--- src/hw/msc_consts.vh ---
// Constants of the operating-mode and strap configuration controller
// Behaviour
// [RL1] Six modes; Normal is the main one
// [RL2] Init entered at power-up and soft reset
// [RL3] Stop keeps main regulator output enabled
// [RL4] Sleep switches main regulator output off
// [RL5] Restart after wake or failure, asserts reset
// [RL6] Critical failures such as overtemperature enter Fail-Safe
// [RL7] Development mode: watchdog fail signals interrupt, no reset
// [RL8] Development mode allows watchdog reset re-enable
// [RL9] Watchdog always starts with long open window
// [RL10] Configuration and diagnosis over 32-bit SPI
// [RL11] Weak pull-up on interrupt pin after reset release
// [RL12] Development strap evaluated only in qualified Init
// [RL13] Low filtered strap plus next command latches mode
// [RL14] Strap filter starts at 1 on reset release
// [RL15] Autonomous mode change cancels development mode; code clears it only on an autonomous change out of qualified Init
// [RL16] Pulled-down CRC strap enables CRC, open disables
// [RL17] CRC strap sampled in Init/Restart, reset low
// [RL18] CRC strap filtered, latched at reset release
// [RL19] Frame 67AAAA0E switches CRC on
// [RL20] Frame E7AAAAC3 switches CRC off
// [RL21] Host sends recovery frames only in Normal
// [RL22] Power-on starts Init, long window after release
// [RL23] Stop ignores writes and flags SPI failure, exceptions
// [RL24] Recovery frames matched on raw word before CRC
`ifndef MSC_CONSTS_VH
`define MSC_CONSTS_VH

`define MSC_MODE_INIT 3'h0
`define MSC_MODE_NORMAL 3'h1
`define MSC_MODE_STOP 3'h2
`define MSC_MODE_SLEEP 3'h3
`define MSC_MODE_RESTART 3'h4
`define MSC_MODE_FAILSAFE 3'h5

`define MSC_FRAME_CRC_ON 32'h67AAAA0E
`define MSC_FRAME_CRC_OFF 32'hE7AAAAC3

`define MSC_CLK_MHZ 50
`define MSC_RESET_DELAY_US 10
`define MSC_RESET_DELAY_CYC (`MSC_RESET_DELAY_US * `MSC_CLK_MHZ)
`define MSC_TEST_FILT_US 2
`define MSC_TEST_FILT_CYC (`MSC_TEST_FILT_US * `MSC_CLK_MHZ)
`define MSC_CFG_FILT_US 1
`define MSC_CFG_FILT_CYC (`MSC_CFG_FILT_US * `MSC_CLK_MHZ)

`define MSC_CRC_RST 1'h0
`define MSC_SDM_RST 1'h0

`endif

--- src/hw/msc_filter.v ---
// Level filter: output follows the input only after a stable run
`timescale 1ns/1ns
module msc_filter #(
  parameter CYC = 100,
  parameter [0:0] INIT = 1'h1
) (
  input wire clk,
  input wire sys_rst,
  input wire clk_en,
  input wire load,
  input wire run,
  input wire pin,
  output reg filt
);
  reg [15:0] cnt;

  always @(posedge clk) begin
    if (sys_rst) begin
      filt <= 1'h1;
      cnt <= 16'h0000;
    end else if (clk_en) begin
      if (load) begin
        filt <= INIT;
        cnt <= 16'h0000;
      end else if (!run || pin == filt) begin
        // Any bounce restarts the stable-time count
        cnt <= 16'h0000;
      end else if (cnt == CYC[15:0] - 16'h0001) begin
        filt <= pin;
        cnt <= 16'h0000;
      end else begin
        cnt <= cnt + 16'h0001;
      end
    end
  end
endmodule // msc_filter

--- src/hw/msc_top.v ---
// Operating-mode controller with strap capture and CRC recovery frames
`timescale 1ns/1ns
`include "msc_consts.vh"
module msc_top #(
  parameter RESET_DELAY_CYC = `MSC_RESET_DELAY_CYC,
  parameter TEST_FILT_CYC = `MSC_TEST_FILT_CYC,
  parameter CFG_FILT_CYC = `MSC_CFG_FILT_CYC
) (
  input wire clk,
  input wire sys_rst,
  input wire clk_en,
  input wire cmd_valid,
  input wire [31:0] cmd_frame,
  input wire cmd_is_write,
  input wire cmd_mode_set,
  input wire [2:0] cmd_mode_sel,
  input wire cmd_soft_reset,
  input wire cmd_wd_refresh,
  input wire cmd_status_access,
  input wire wd_rst_reenable,
  input wire wake_event,
  input wire wd_fail,
  input wire regulator_uv,
  input wire thermal_shutdown,
  input wire vcc_above_rtx,
  input wire por_flag,
  input wire int_test_pin_in,
  input wire pwm_crc_strap_pin,
  output reg [2:0] mode,
  output reg sdm_active,
  output reg reset_output_low,
  output reg int_test_pullup_en,
  output reg main_regulator_output,
  output reg wd_enable,
  output reg wd_start_long,
  output reg crc_enable,
  output reg spi_fail,
  output reg cmd_accept,
  output reg wd_fail_int
);
  reg [2:0] next_mode;
  reg por_init;
  reg [15:0] rd_cnt;
  wire test_filt;
  wire crc_filt;

  // Stop mode lets only a few write commands through
  wire exempt = (cmd_mode_set && cmd_mode_sel == `MSC_MODE_NORMAL) || cmd_soft_reset ||
    cmd_wd_refresh || cmd_status_access;
  wire stop_block = (mode == `MSC_MODE_STOP) && cmd_valid && cmd_is_write && !exempt; // RL23
  wire eff_cmd = cmd_valid && !stop_block;
  wire mode_cmd = eff_cmd && cmd_mode_set;
  wire soft_cmd = eff_cmd && cmd_soft_reset;

  // Raw word compare happens ahead of any CRC check
  wire frame_on = cmd_valid && cmd_frame == `MSC_FRAME_CRC_ON; // RL24
  wire frame_off = cmd_valid && cmd_frame == `MSC_FRAME_CRC_OFF; // RL24

  wire rd_done = !reset_output_low && (rd_cnt == RESET_DELAY_CYC[15:0] - 16'h0001);
  wire reset_phase = (mode == `MSC_MODE_RESTART) || (mode == `MSC_MODE_INIT && por_init);

  wire wd_rst_ok = !sdm_active || wd_rst_reenable; // RL7 RL8
  wire wd_trip = wd_fail && wd_enable && reset_output_low;

  wire sdm_watch = (mode == `MSC_MODE_INIT) && por_init && vcc_above_rtx && por_flag &&
    reset_output_low; // RL12
  wire crc_window = ((mode == `MSC_MODE_INIT && por_init) || mode == `MSC_MODE_RESTART) &&
    vcc_above_rtx && por_flag && !reset_output_low; // RL17

  // Mode transitions, failures ahead of commands
  always @* begin
    next_mode = mode;
    if (thermal_shutdown && mode != `MSC_MODE_FAILSAFE) begin
      next_mode = `MSC_MODE_FAILSAFE; // RL6
    end else if (mode != `MSC_MODE_FAILSAFE && mode != `MSC_MODE_SLEEP &&
                 mode != `MSC_MODE_RESTART && (regulator_uv || (wd_trip && wd_rst_ok))) begin
      next_mode = `MSC_MODE_RESTART; // RL5
    end else if (soft_cmd && mode != `MSC_MODE_SLEEP && mode != `MSC_MODE_FAILSAFE) begin
      next_mode = `MSC_MODE_INIT; // RL2
    end else begin
      case (mode)
        `MSC_MODE_INIT: begin
          if (mode_cmd && cmd_mode_sel == `MSC_MODE_NORMAL) begin
            next_mode = `MSC_MODE_NORMAL;
          end
        end
        `MSC_MODE_NORMAL: begin
          if (mode_cmd && (cmd_mode_sel == `MSC_MODE_STOP ||
                           cmd_mode_sel == `MSC_MODE_SLEEP)) begin
            next_mode = cmd_mode_sel; // RL1
          end
        end
        `MSC_MODE_STOP: begin
          if (mode_cmd && cmd_mode_sel == `MSC_MODE_NORMAL) begin
            next_mode = `MSC_MODE_NORMAL;
          end
        end
        `MSC_MODE_SLEEP: begin
          if (wake_event) begin
            next_mode = `MSC_MODE_RESTART; // RL5
          end
        end
        `MSC_MODE_RESTART: begin
          if (rd_done) begin
            next_mode = `MSC_MODE_NORMAL;
          end
        end
        `MSC_MODE_FAILSAFE: begin
          // Leaves only once the critical cause is gone
          if (wake_event && !thermal_shutdown) begin
            next_mode = `MSC_MODE_RESTART; // RL5
          end
        end
        default: begin
          next_mode = `MSC_MODE_INIT;
        end
      endcase
    end
  end

  // A change with no mode or reset command behind it is autonomous
  wire auto_change = (next_mode != mode) && !mode_cmd && !soft_cmd;
  wire enter_restart = (next_mode == `MSC_MODE_RESTART) && (mode != `MSC_MODE_RESTART);

  msc_filter #(
    .CYC(TEST_FILT_CYC),
    .INIT(1'h1)
  ) u_test_filt (
    .clk(clk),
    .sys_rst(sys_rst),
    .clk_en(clk_en),
    .load(rd_done), // RL14
    .run(sdm_watch),
    .pin(int_test_pin_in),
    .filt(test_filt)
  );

  msc_filter #(
    .CYC(CFG_FILT_CYC),
    .INIT(1'h1)
  ) u_crc_filt (
    .clk(clk),
    .sys_rst(sys_rst),
    .clk_en(clk_en),
    .load(enter_restart),
    .run(crc_window), // RL18
    .pin(pwm_crc_strap_pin),
    .filt(crc_filt)
  );

  always @(posedge clk) begin
    if (sys_rst) begin
      mode <= `MSC_MODE_INIT; // RL22
      por_init <= 1'h1;
      rd_cnt <= 16'h0000;
      reset_output_low <= 1'h0;
      int_test_pullup_en <= 1'h0;
      main_regulator_output <= 1'h1;
      wd_enable <= 1'h0;
      wd_start_long <= 1'h0;
      sdm_active <= `MSC_SDM_RST;
      crc_enable <= `MSC_CRC_RST;
      spi_fail <= 1'h0;
      cmd_accept <= 1'h0;
      wd_fail_int <= 1'h0;
    end else if (clk_en) begin
      mode <= next_mode;
      if (next_mode != `MSC_MODE_INIT) begin
        por_init <= 1'h0;
      end
      if (soft_cmd) begin
        // Soft reset Init is not a power-up Init
        por_init <= 1'h0;
      end

      // Reset output held for the reset delay in Restart and power-up Init
      if (enter_restart) begin
        reset_output_low <= 1'h0; // RL5
        rd_cnt <= 16'h0000;
      end else if (rd_done) begin
        reset_output_low <= 1'h1;
        rd_cnt <= 16'h0000;
      end else if (!reset_output_low && reset_phase) begin
        rd_cnt <= rd_cnt + 16'h0001;
      end

      int_test_pullup_en <= reset_output_low || rd_done; // RL11

      main_regulator_output <= !(next_mode == `MSC_MODE_SLEEP ||
                                 next_mode == `MSC_MODE_FAILSAFE); // RL3 RL4

      wd_enable <= (next_mode == `MSC_MODE_INIT || next_mode == `MSC_MODE_NORMAL ||
                    next_mode == `MSC_MODE_STOP) && (reset_output_low || rd_done);
      wd_start_long <= rd_done; // RL9 RL22

      if (sdm_watch && eff_cmd && !test_filt && !auto_change) begin
        sdm_active <= 1'h1; // RL13
      end else if (sdm_watch && auto_change) begin
        sdm_active <= 1'h0; // RL15
      end

      if (frame_on) begin
        crc_enable <= 1'h1; // RL19
      end else if (frame_off) begin
        crc_enable <= 1'h0; // RL20
      end else if (rd_done && crc_window) begin
        crc_enable <= !crc_filt; // RL16 RL18
      end

      spi_fail <= stop_block; // RL23
      cmd_accept <= eff_cmd; // RL10
      wd_fail_int <= wd_trip && !wd_rst_ok; // RL7
    end
  end
endmodule // msc_top

--- config.mk ---
export PLATFORM = sky130hd
export DESIGN_NAME = msc_top
export DESIGN_NICKNAME = d
export VERILOG_FILES = /design/src/hw/msc_filter.v /design/src/hw/msc_top.v
export VERILOG_INCLUDE_DIRS = /design/src /design/src/hw
export SDC_FILE = /design/constraint.sdc
export NUM_CORES = 1
export LEC_CHECK = 0
export BUFFER_PORTS_ARGS = -buffer_cell sky130_fd_sc_hd__buf_2
export CORE_MARGIN = 5
export CORE_UTILIZATION = 55
export CTS_CLUSTER_SIZE = 8
export DETAILED_ROUTE_END_ITERATION = 16
export PLACE_DENSITY = 0.79
export SLEW_MARGIN = 5
export SYNTH_ARGS = -nofsm -noshare
export SYNTH_HDL_FRONTEND = slang
export SYNTH_SLANG_ARGS = --single-unit
--- constraint.sdc ---
create_clock -name clk -period 6.8 [get_ports clk]
set_input_delay 1.02 -clock clk [delete_from_list [all_inputs] [get_ports clk]]
set_output_delay 1.02 -clock clk [all_outputs]
set_load 0.02 [all_outputs]
==> summary.txt, run 1 <==
worst hold start -> wd_fail_int$_SDFFE_PP0P_
clock sink count -> 64
Internal -> 560 uW
Clk pwr share -> 0.379
routed vias -> 3,594
IO Pins -> 66
Post-CTS Setup Inserts -> 0
# port buffers -> 65
Post-Syn Area per Cell -> 7.88 um^2
adder-cell share of the synthesized area -> 0.0137
multiplexer share of the synthesized area -> 0.0331
largest net degree at the start of global routing -> 28
Num CTS Buffers -> 9
largest family of logic cells by synthesized area -> simple AND/OR/NAND/NOR gates
Cells after Synth -> 465
power share of the combinational group -> 0.108
post-synth cell types -> 67
Synth Area in Simple Gates -> 0.323
Switching Share -> 0.255
number of synthesized flops with an enable pin -> 0
slowest stage delay, CP -> 0.80 ns
DRC errors left -> 0
worst min path class -> flip-flop to flip-flop
Synth Area in XOR/XNOR -> 0.0550
Hold Path Stages -> 2
Max Cap Viol -> 0
Power Density -> 180 nW/um^2
dpl hpwl -> 6.30 mm
number of fill cells -> 580
Worst VDD drop -> 0.000133 V
RSZ-0062 raised after global routing -> no
commonest non-fill, non-tap cells in the layout -> buf_2, dfxtp_1, nor2_1
Critical Path Sink -> rd_cnt[14]$_SDFFE_PP0P_
r2r setup slk -> 3.84 ns
Slew headroom -> 0.144
Area Growth Syn to Fin -> 14.2%
Total GRT Usage -> 0.210
required time worst endpoint -> 7.04 ns
fraction of layout cells with a size suffix above 1 -> 0.176
Synthesized Nets -> 522
CP Class -> input pin to flip-flop
commonest non-fill, non-tap cell in the layout -> buf_2
final worst path period need -> 3.17 ns
Iter 0 DRT Violations -> 186
period utilisation layout -> 0.466
Setup TNS Final -> 0 ns
Slew Limit Fails -> 0
final hold vios -> 0
reg2reg end -> rd_cnt[14]$_SDFFE_PP0P_
first-pass iteration count of the detailed router -> 5
slowest stage cell, crit path -> a21oi_1
Post-CTS Resized -> 0
number of non-filler instances in the completed layout -> 604
initial antenna violation count -> 0
CTS tree -> done
Final Skew -> 0.00793 ns
Place WS -> 3.30 ns
Setup violations, final -> 0
Final WS setup -> 3.63 ns
number of global-route vias before repair -> 3,489
CP startpoint -> cmd_mode_sel[1]
share of power burned in registers -> 0.513
Yosys reg bits -> 64
Die Y -> 91.6 um
initial cell density of the core -> 0.571
worst r2r path cells -> 7
final net count -> 580
Peak Freq -> 315 MHz
final wirelength -> 8.48 mm
status -> finished, final reports clean
Cell Area, Synth -> 3660 um^2
RePlAce Congestion -> 0.867
Final ANT Viol Nets -> 0
FF-to-FF Start -> mode[2]$_SDFFE_PP0P_
drt via density -> 5.95
synth warn -> 0
DP Cell Count -> 589
P_sw -> 192 uW
first-pass GRT wire length -> 15.0 mm
Post-CTS Hold Buffers -> 0
critical path, cell by cell -> buf_2 -> or2b_1 -> or4_4 -> o211ai_2 -> o22ai_4 -> a21oi_1 -> o311ai_0 -> o221ai_1
core area -> 6420 um^2
launching element type of the critical path -> input pin
FP Rows -> 29
crit-path leading delay family -> compound AO/OA/AOI/OAI gates
Crit path depth -> 8
GRT Residual Overflow -> 0
die width -> 91.6 um
clock slew at reported path FFs -> 0.07 ns
ant diodes -> 0
root buffer cell -> clkbuf_8
sequential area share after synthesis -> 0.350
Routed wire per std cell -> 14.0 um
Critical Path End Type -> flip-flop
Clock Path Buffers -> 2
full die area -> 8400 um^2
Synth Area in Compound Gates -> 0.182
Worst Tran Pin Value -> 1.28 ns
arrival time at the worst endpoint -> 3.42 ns
Static Leak -> 1.58 nW
sum of buffers and inverters on the critical path -> 1
H-Tree Depth -> 3
ys flop type -> dfxtp_1
ys async rst share -> 0
Worst Path Max Fanout -> 13
Clock Latency Late Sink -> 0.33 ns
kinds of logic (layout without fill, tap and decap cells):
logic type	Yosys count	in the layout
buffers and inverters	41	103
adder cells (fa/ha/maj)	4	4
flip-flops	64	64
XOR/XNOR	23	23
multiplexers	12	12
AO/OA/AOI/OAI	95	95
AND/OR/NAND/NOR	226	226
cells in the mapped netlist (2+ instances only):
cell | number | area (um^2)
a211oi_1 | 5 | 37.5
a21boi_0 | 2 | 15.0
a21o_1 | 4 | 30.0
a21oi_1 | 28 | 140
a221o_1 | 2 | 20.0
a22o_1 | 5 | 43.8
a31oi_1 | 7 | 43.8
and3_1 | 13 | 81.3
buf_1 | 2 | 7.51
buf_2 | 6 | 30.0
clkbuf_1 | 10 | 37.5
dfxtp_1 | 64 | 1280
ha_1 | 4 | 50.1
inv_1 | 22 | 82.6
mux2i_1 | 11 | 110
nand2_1 | 46 | 173
nand2b_1 | 6 | 37.5
nand3_1 | 29 | 145
nand4_1 | 14 | 87.6
nand4b_1 | 3 | 26.3
nor2_1 | 57 | 214
nor2b_1 | 2 | 12.5
nor3_1 | 12 | 60.1
nor3b_1 | 5 | 37.5
nor4_1 | 10 | 62.6
nor4b_1 | 3 | 26.3
nor4bb_1 | 2 | 20.0
o211ai_1 | 3 | 22.5
o21ai_0 | 14 | 70.1
o221ai_1 | 4 | 35.0
o22ai_1 | 2 | 12.5
o31ai_1 | 2 | 15.0
or2_2 | 2 | 12.5
or2b_1 | 2 | 15.0
or3_1 | 6 | 37.5
or4_1 | 4 | 30.0
xnor2_1 | 11 | 96.3
xor2_1 | 12 | 105
sequential cells by signal, indices dropped and copies added (netlist names), 3 cells and up:
register and count:
u_crc_filt.cnt 16, mode 3, u_test_filt.cnt 16, rd_cnt 16
how the worst min path moves through the flow:
stage	endpoint	slack (ns)
floorplan	u_crc_filt.cnt[15]$_SDFFE_PP0P_	0.44
global placement	spi_fail$_SDFFE_PP0P_	0.45
detailed placement	wd_fail_int$_SDFFE_PP0P_	0.46
CTS	wd_fail_int$_SDFFE_PP0P_	0.47
global route	u_crc_filt.cnt[15]$_SDFFE_PP0P_	0.49
finish	wd_fail_int$_SDFFE_PP0P_	0.46
power by group through the flow:
stage / Combinational (mW) / Sequential [mW] / Clock, mW
after detailed placement: 0.0808 / 0.394 / 0
after global placement: 0.0789 / 0.394 / 0
after global routing: 0.0903 / 0.387 / 0.308
final: 0.0812 / 0.386 / 0.285
after CTS: 0.0811 / 0.386 / 0.290
after floorplan: 0.0524 / 0.393 / 0
metal layers:
metal / GRT usage / wire length [um]
met1: 0.258 / 3770
met2: 0.362 / 4120
met3: 0.0426 / 448
met4: 0.0791 / 142
met5: 0 / 0
stage by stage:
| stage | instance area [um^2] | util | hold slack, ns | power [mW] |
|---|---|---|---|---|
| after floorplan | 3660 | - | 0.440 | 0.446 |
| after global placement | 4010 | 0.625 | 0.448 | 0.473 |
| after detailed placement | 4010 | 0.625 | 0.456 | 0.475 |
| after CTS | 4190 | 0.652 | 0.465 | 0.757 |
| after global routing | 4190 | 0.652 | 0.487 | 0.785 |
| final | 4190 | 0.652 | 0.463 | 0.752 |
cell type report:
class                   instances  area (um^2)  area share
clock buffers                  12          155      0.0371
clock inverters                 3         17.5     0.00418
well taps                      77         96.3      0.0230
inverters                      22         82.6      0.0197
repair buffers                 66          333      0.0795
flip-flops and latches         64         1280       0.306
multi-input cells             360         2220       0.530
worst min-delay path, stage by stage (launching register included):
cell     delay (ns)
dfxtp_1        0.31
nand2_1        0.06
a21oi_1        0.05
Power figures use the tool's default switching activity.
==> run 2: changes to the inputs <==
- clock period: 6.8 -> 3.2 ns (I/O delays scaled with it)
==> summary.txt, run 2 (synthesized netlist as in run 1, its figures left out) <==
H-Tree Depth -> 3 (unchanged)
Setup violations, final -> 0 (unchanged)
critical path, cell by cell -> and3_1 -> a21o_1 -> o22a_1 -> o31a_1 -> a21oi_1 -> buf_4 -> and3_1 -> a221o_1
fraction of layout cells with a size suffix above 1 -> 0.188 (+0.0111)
clock slew at reported path FFs -> 0.07 ns (about the same)
clock sink count -> 64 (unchanged)
first-pass iteration count of the detailed router -> 5 (unchanged)
dpl cell area -> 4050 um^2 (+0.94%)
status -> finished, final reports clean
Worst Tran Pin Value -> 0.644 ns (-0.636 ns)
Slew headroom -> 0.570 (+0.426)
FF-to-FF Start -> reset_output_low$_SDFFE_PP0P_
Die Y -> 91.6 um (unchanged)
Total GRT Usage -> 0.218 (+0.00838)
Iter 0 DRT Violations -> 224 (+20%)
launching element type of the critical path -> flip-flop
routed vias -> 3,671 (+2.1%)
Final WS setup -> 0.618 ns (-3.01 ns)
ant diodes -> 0 (unchanged)
GRT Residual Overflow -> 0 (unchanged)
root buffer cell -> clkbuf_8
Slew Limit Fails -> 0 (unchanged)
first-pass GRT wire length -> 15.2 mm (+1.5%)
Power Density -> 404 nW/um^2 (+130%)
Post-CTS Hold Buffers -> 0 (unchanged)
commonest non-fill, non-tap cells in the layout -> buf_2, dfxtp_1, nor2_1
die width -> 91.6 um (unchanged)
drt via density -> 6.02 (+1.1%)
CP startpoint -> reset_output_low$_SDFFE_PP0P_
Setup TNS Final -> 0 ns (unchanged)
Critical Path End Type -> flip-flop
initial cell density of the core -> 0.571 (unchanged)
IO Pins -> 66 (unchanged)
slowest stage delay, CP -> 0.63 ns (-0.17 ns)
final hold vios -> 0 (unchanged)
required time worst endpoint -> 3.43 ns (-3.61 ns)
CTS tree -> done
CP Class -> flip-flop to flip-flop
Routed wire per std cell -> 14.8 um (+5.2%)
Area Growth Syn to Fin -> 16.2%
DRC errors left -> 0 (unchanged)
number of global-route vias before repair -> 3,497 (+0.23%)
arrival time at the worst endpoint -> 2.82 ns (-0.60 ns)
Num CTS Buffers -> 9 (unchanged)
full die area -> 8400 um^2 (unchanged)
final net count -> 585 (+0.86%)
RePlAce Congestion -> 0.875 (+0.93%)
# port buffers -> 65 (unchanged)
core area -> 6420 um^2 (unchanged)
final worst path period need -> 2.58 ns
initial antenna violation count -> 0 (unchanged)
Peak Freq -> 387 MHz
Worst Path Max Fanout -> 22 (+9)
Worst VDD drop -> 0.000244 V (+83%)
largest net degree at the start of global routing -> 28 (unchanged)
RSZ-0062 raised after global routing -> no
worst min path class -> input pin to flip-flop
Final Skew -> 0.00830 ns (+0.000369 ns)
most used cell, CP -> and3_1
Final ANT Viol Nets -> 0 (unchanged)
Clock Latency Late Sink -> 0.34 ns (about the same)
Place WS -> 0.600 ns (-2.70 ns)
Clock Path Buffers -> 2 (unchanged)
Static Leak -> 1.62 nW (+2.4%)
final wirelength -> 9.02 mm (+6.3%)
worst hold start -> int_test_pin_in
Post-CTS Setup Inserts -> 0 (unchanged)
Post-CTS Resized -> 0 (unchanged)
FP Rows -> 29 (unchanged)
slowest stage cell, crit path -> dfxtp_1
commonest non-fill, non-tap cell in the layout -> buf_2
Max Cap Viol -> 0 (unchanged)
dpl hpwl -> 6.56 mm (+4.2%)
period utilisation layout -> 0.807
largest registers -> rd_cnt: 16 flops, u_crc_filt.cnt: 16 flops, u_test_filt.cnt: 16 flops
final instance area -> 4260 um^2 (+1.7%)
==> run 2: report_power, final <==
group	switching, mW	total (mW)	internal, mW
Clock	0.321	0.720	0.399
Sequential	0.0145	0.819	0.805
Combinational	0.108	0.183	0.0746
Total	0.443	1.72	1.28
==> run 2: per-stage QoR <==
step,utilization,std cells,power (mW),hold slack (ns)
global placement,0.631,594,1.01,0.448
detailed placement,0.631,594,1.02,0.457
global route,0.663,610,1.78,0.420
finish,0.663,610,1.72,0.430
CTS,0.663,610,1.73,0.417
floorplan,-,465,0.947,0.440
==> run 2: worst paths after layout <==
path | end | slack [ns] | cells past startpoint
worst max-delay path | u_crc_filt.cnt[11]$_SDFFE_PP0P_ | 0.62 | 8
worst min-delay path | u_test_filt.filt$_SDFFE_PP1P_ | 0.43 | 3
worst max register to register | u_crc_filt.cnt[11]$_SDFFE_PP0P_ | 0.62 | 8
worst min register to register | spi_fail$_SDFFE_PP0P_ | 0.46 | 2
==> run 2: final cells by class <==
type	instances	area, um^2
Timing Repair Buffer	71	370
Clock buffer	11	151
Fill cell	536	2160
Tap cell	77	96.3
Multi-Input combinational cell	360	2220
Clock inverter	5	55.1
Sequential cell	64	1280
Inverter	22	82.6
==> run 2: critical path, delay by kind of cell, from the launching register on <==
| family | cells | cell delay, ns |
|---|---|---|
| AO/OA/AOI/OAI | 5 | 1.10 |
| flip-flops | 1 | 0.63 |
| buffers and inverters | 1 | 0.22 |
| AND/OR/NAND/NOR | 2 | 0.52 |
==> run 2: metal layers <==
layer | share of wire | track usage | up-vias | routed length [um]
met4 | 0.013 | 0.103 | 0 | 119
met3 | 0.065 | 0.0450 | 11 | 584
li1 | - | - | 1816 | -
met5 | 0 | 0 | - | 0
met1 | 0.44 | 0.273 | 1716 | 3930
met2 | 0.49 | 0.360 | 128 | 4380
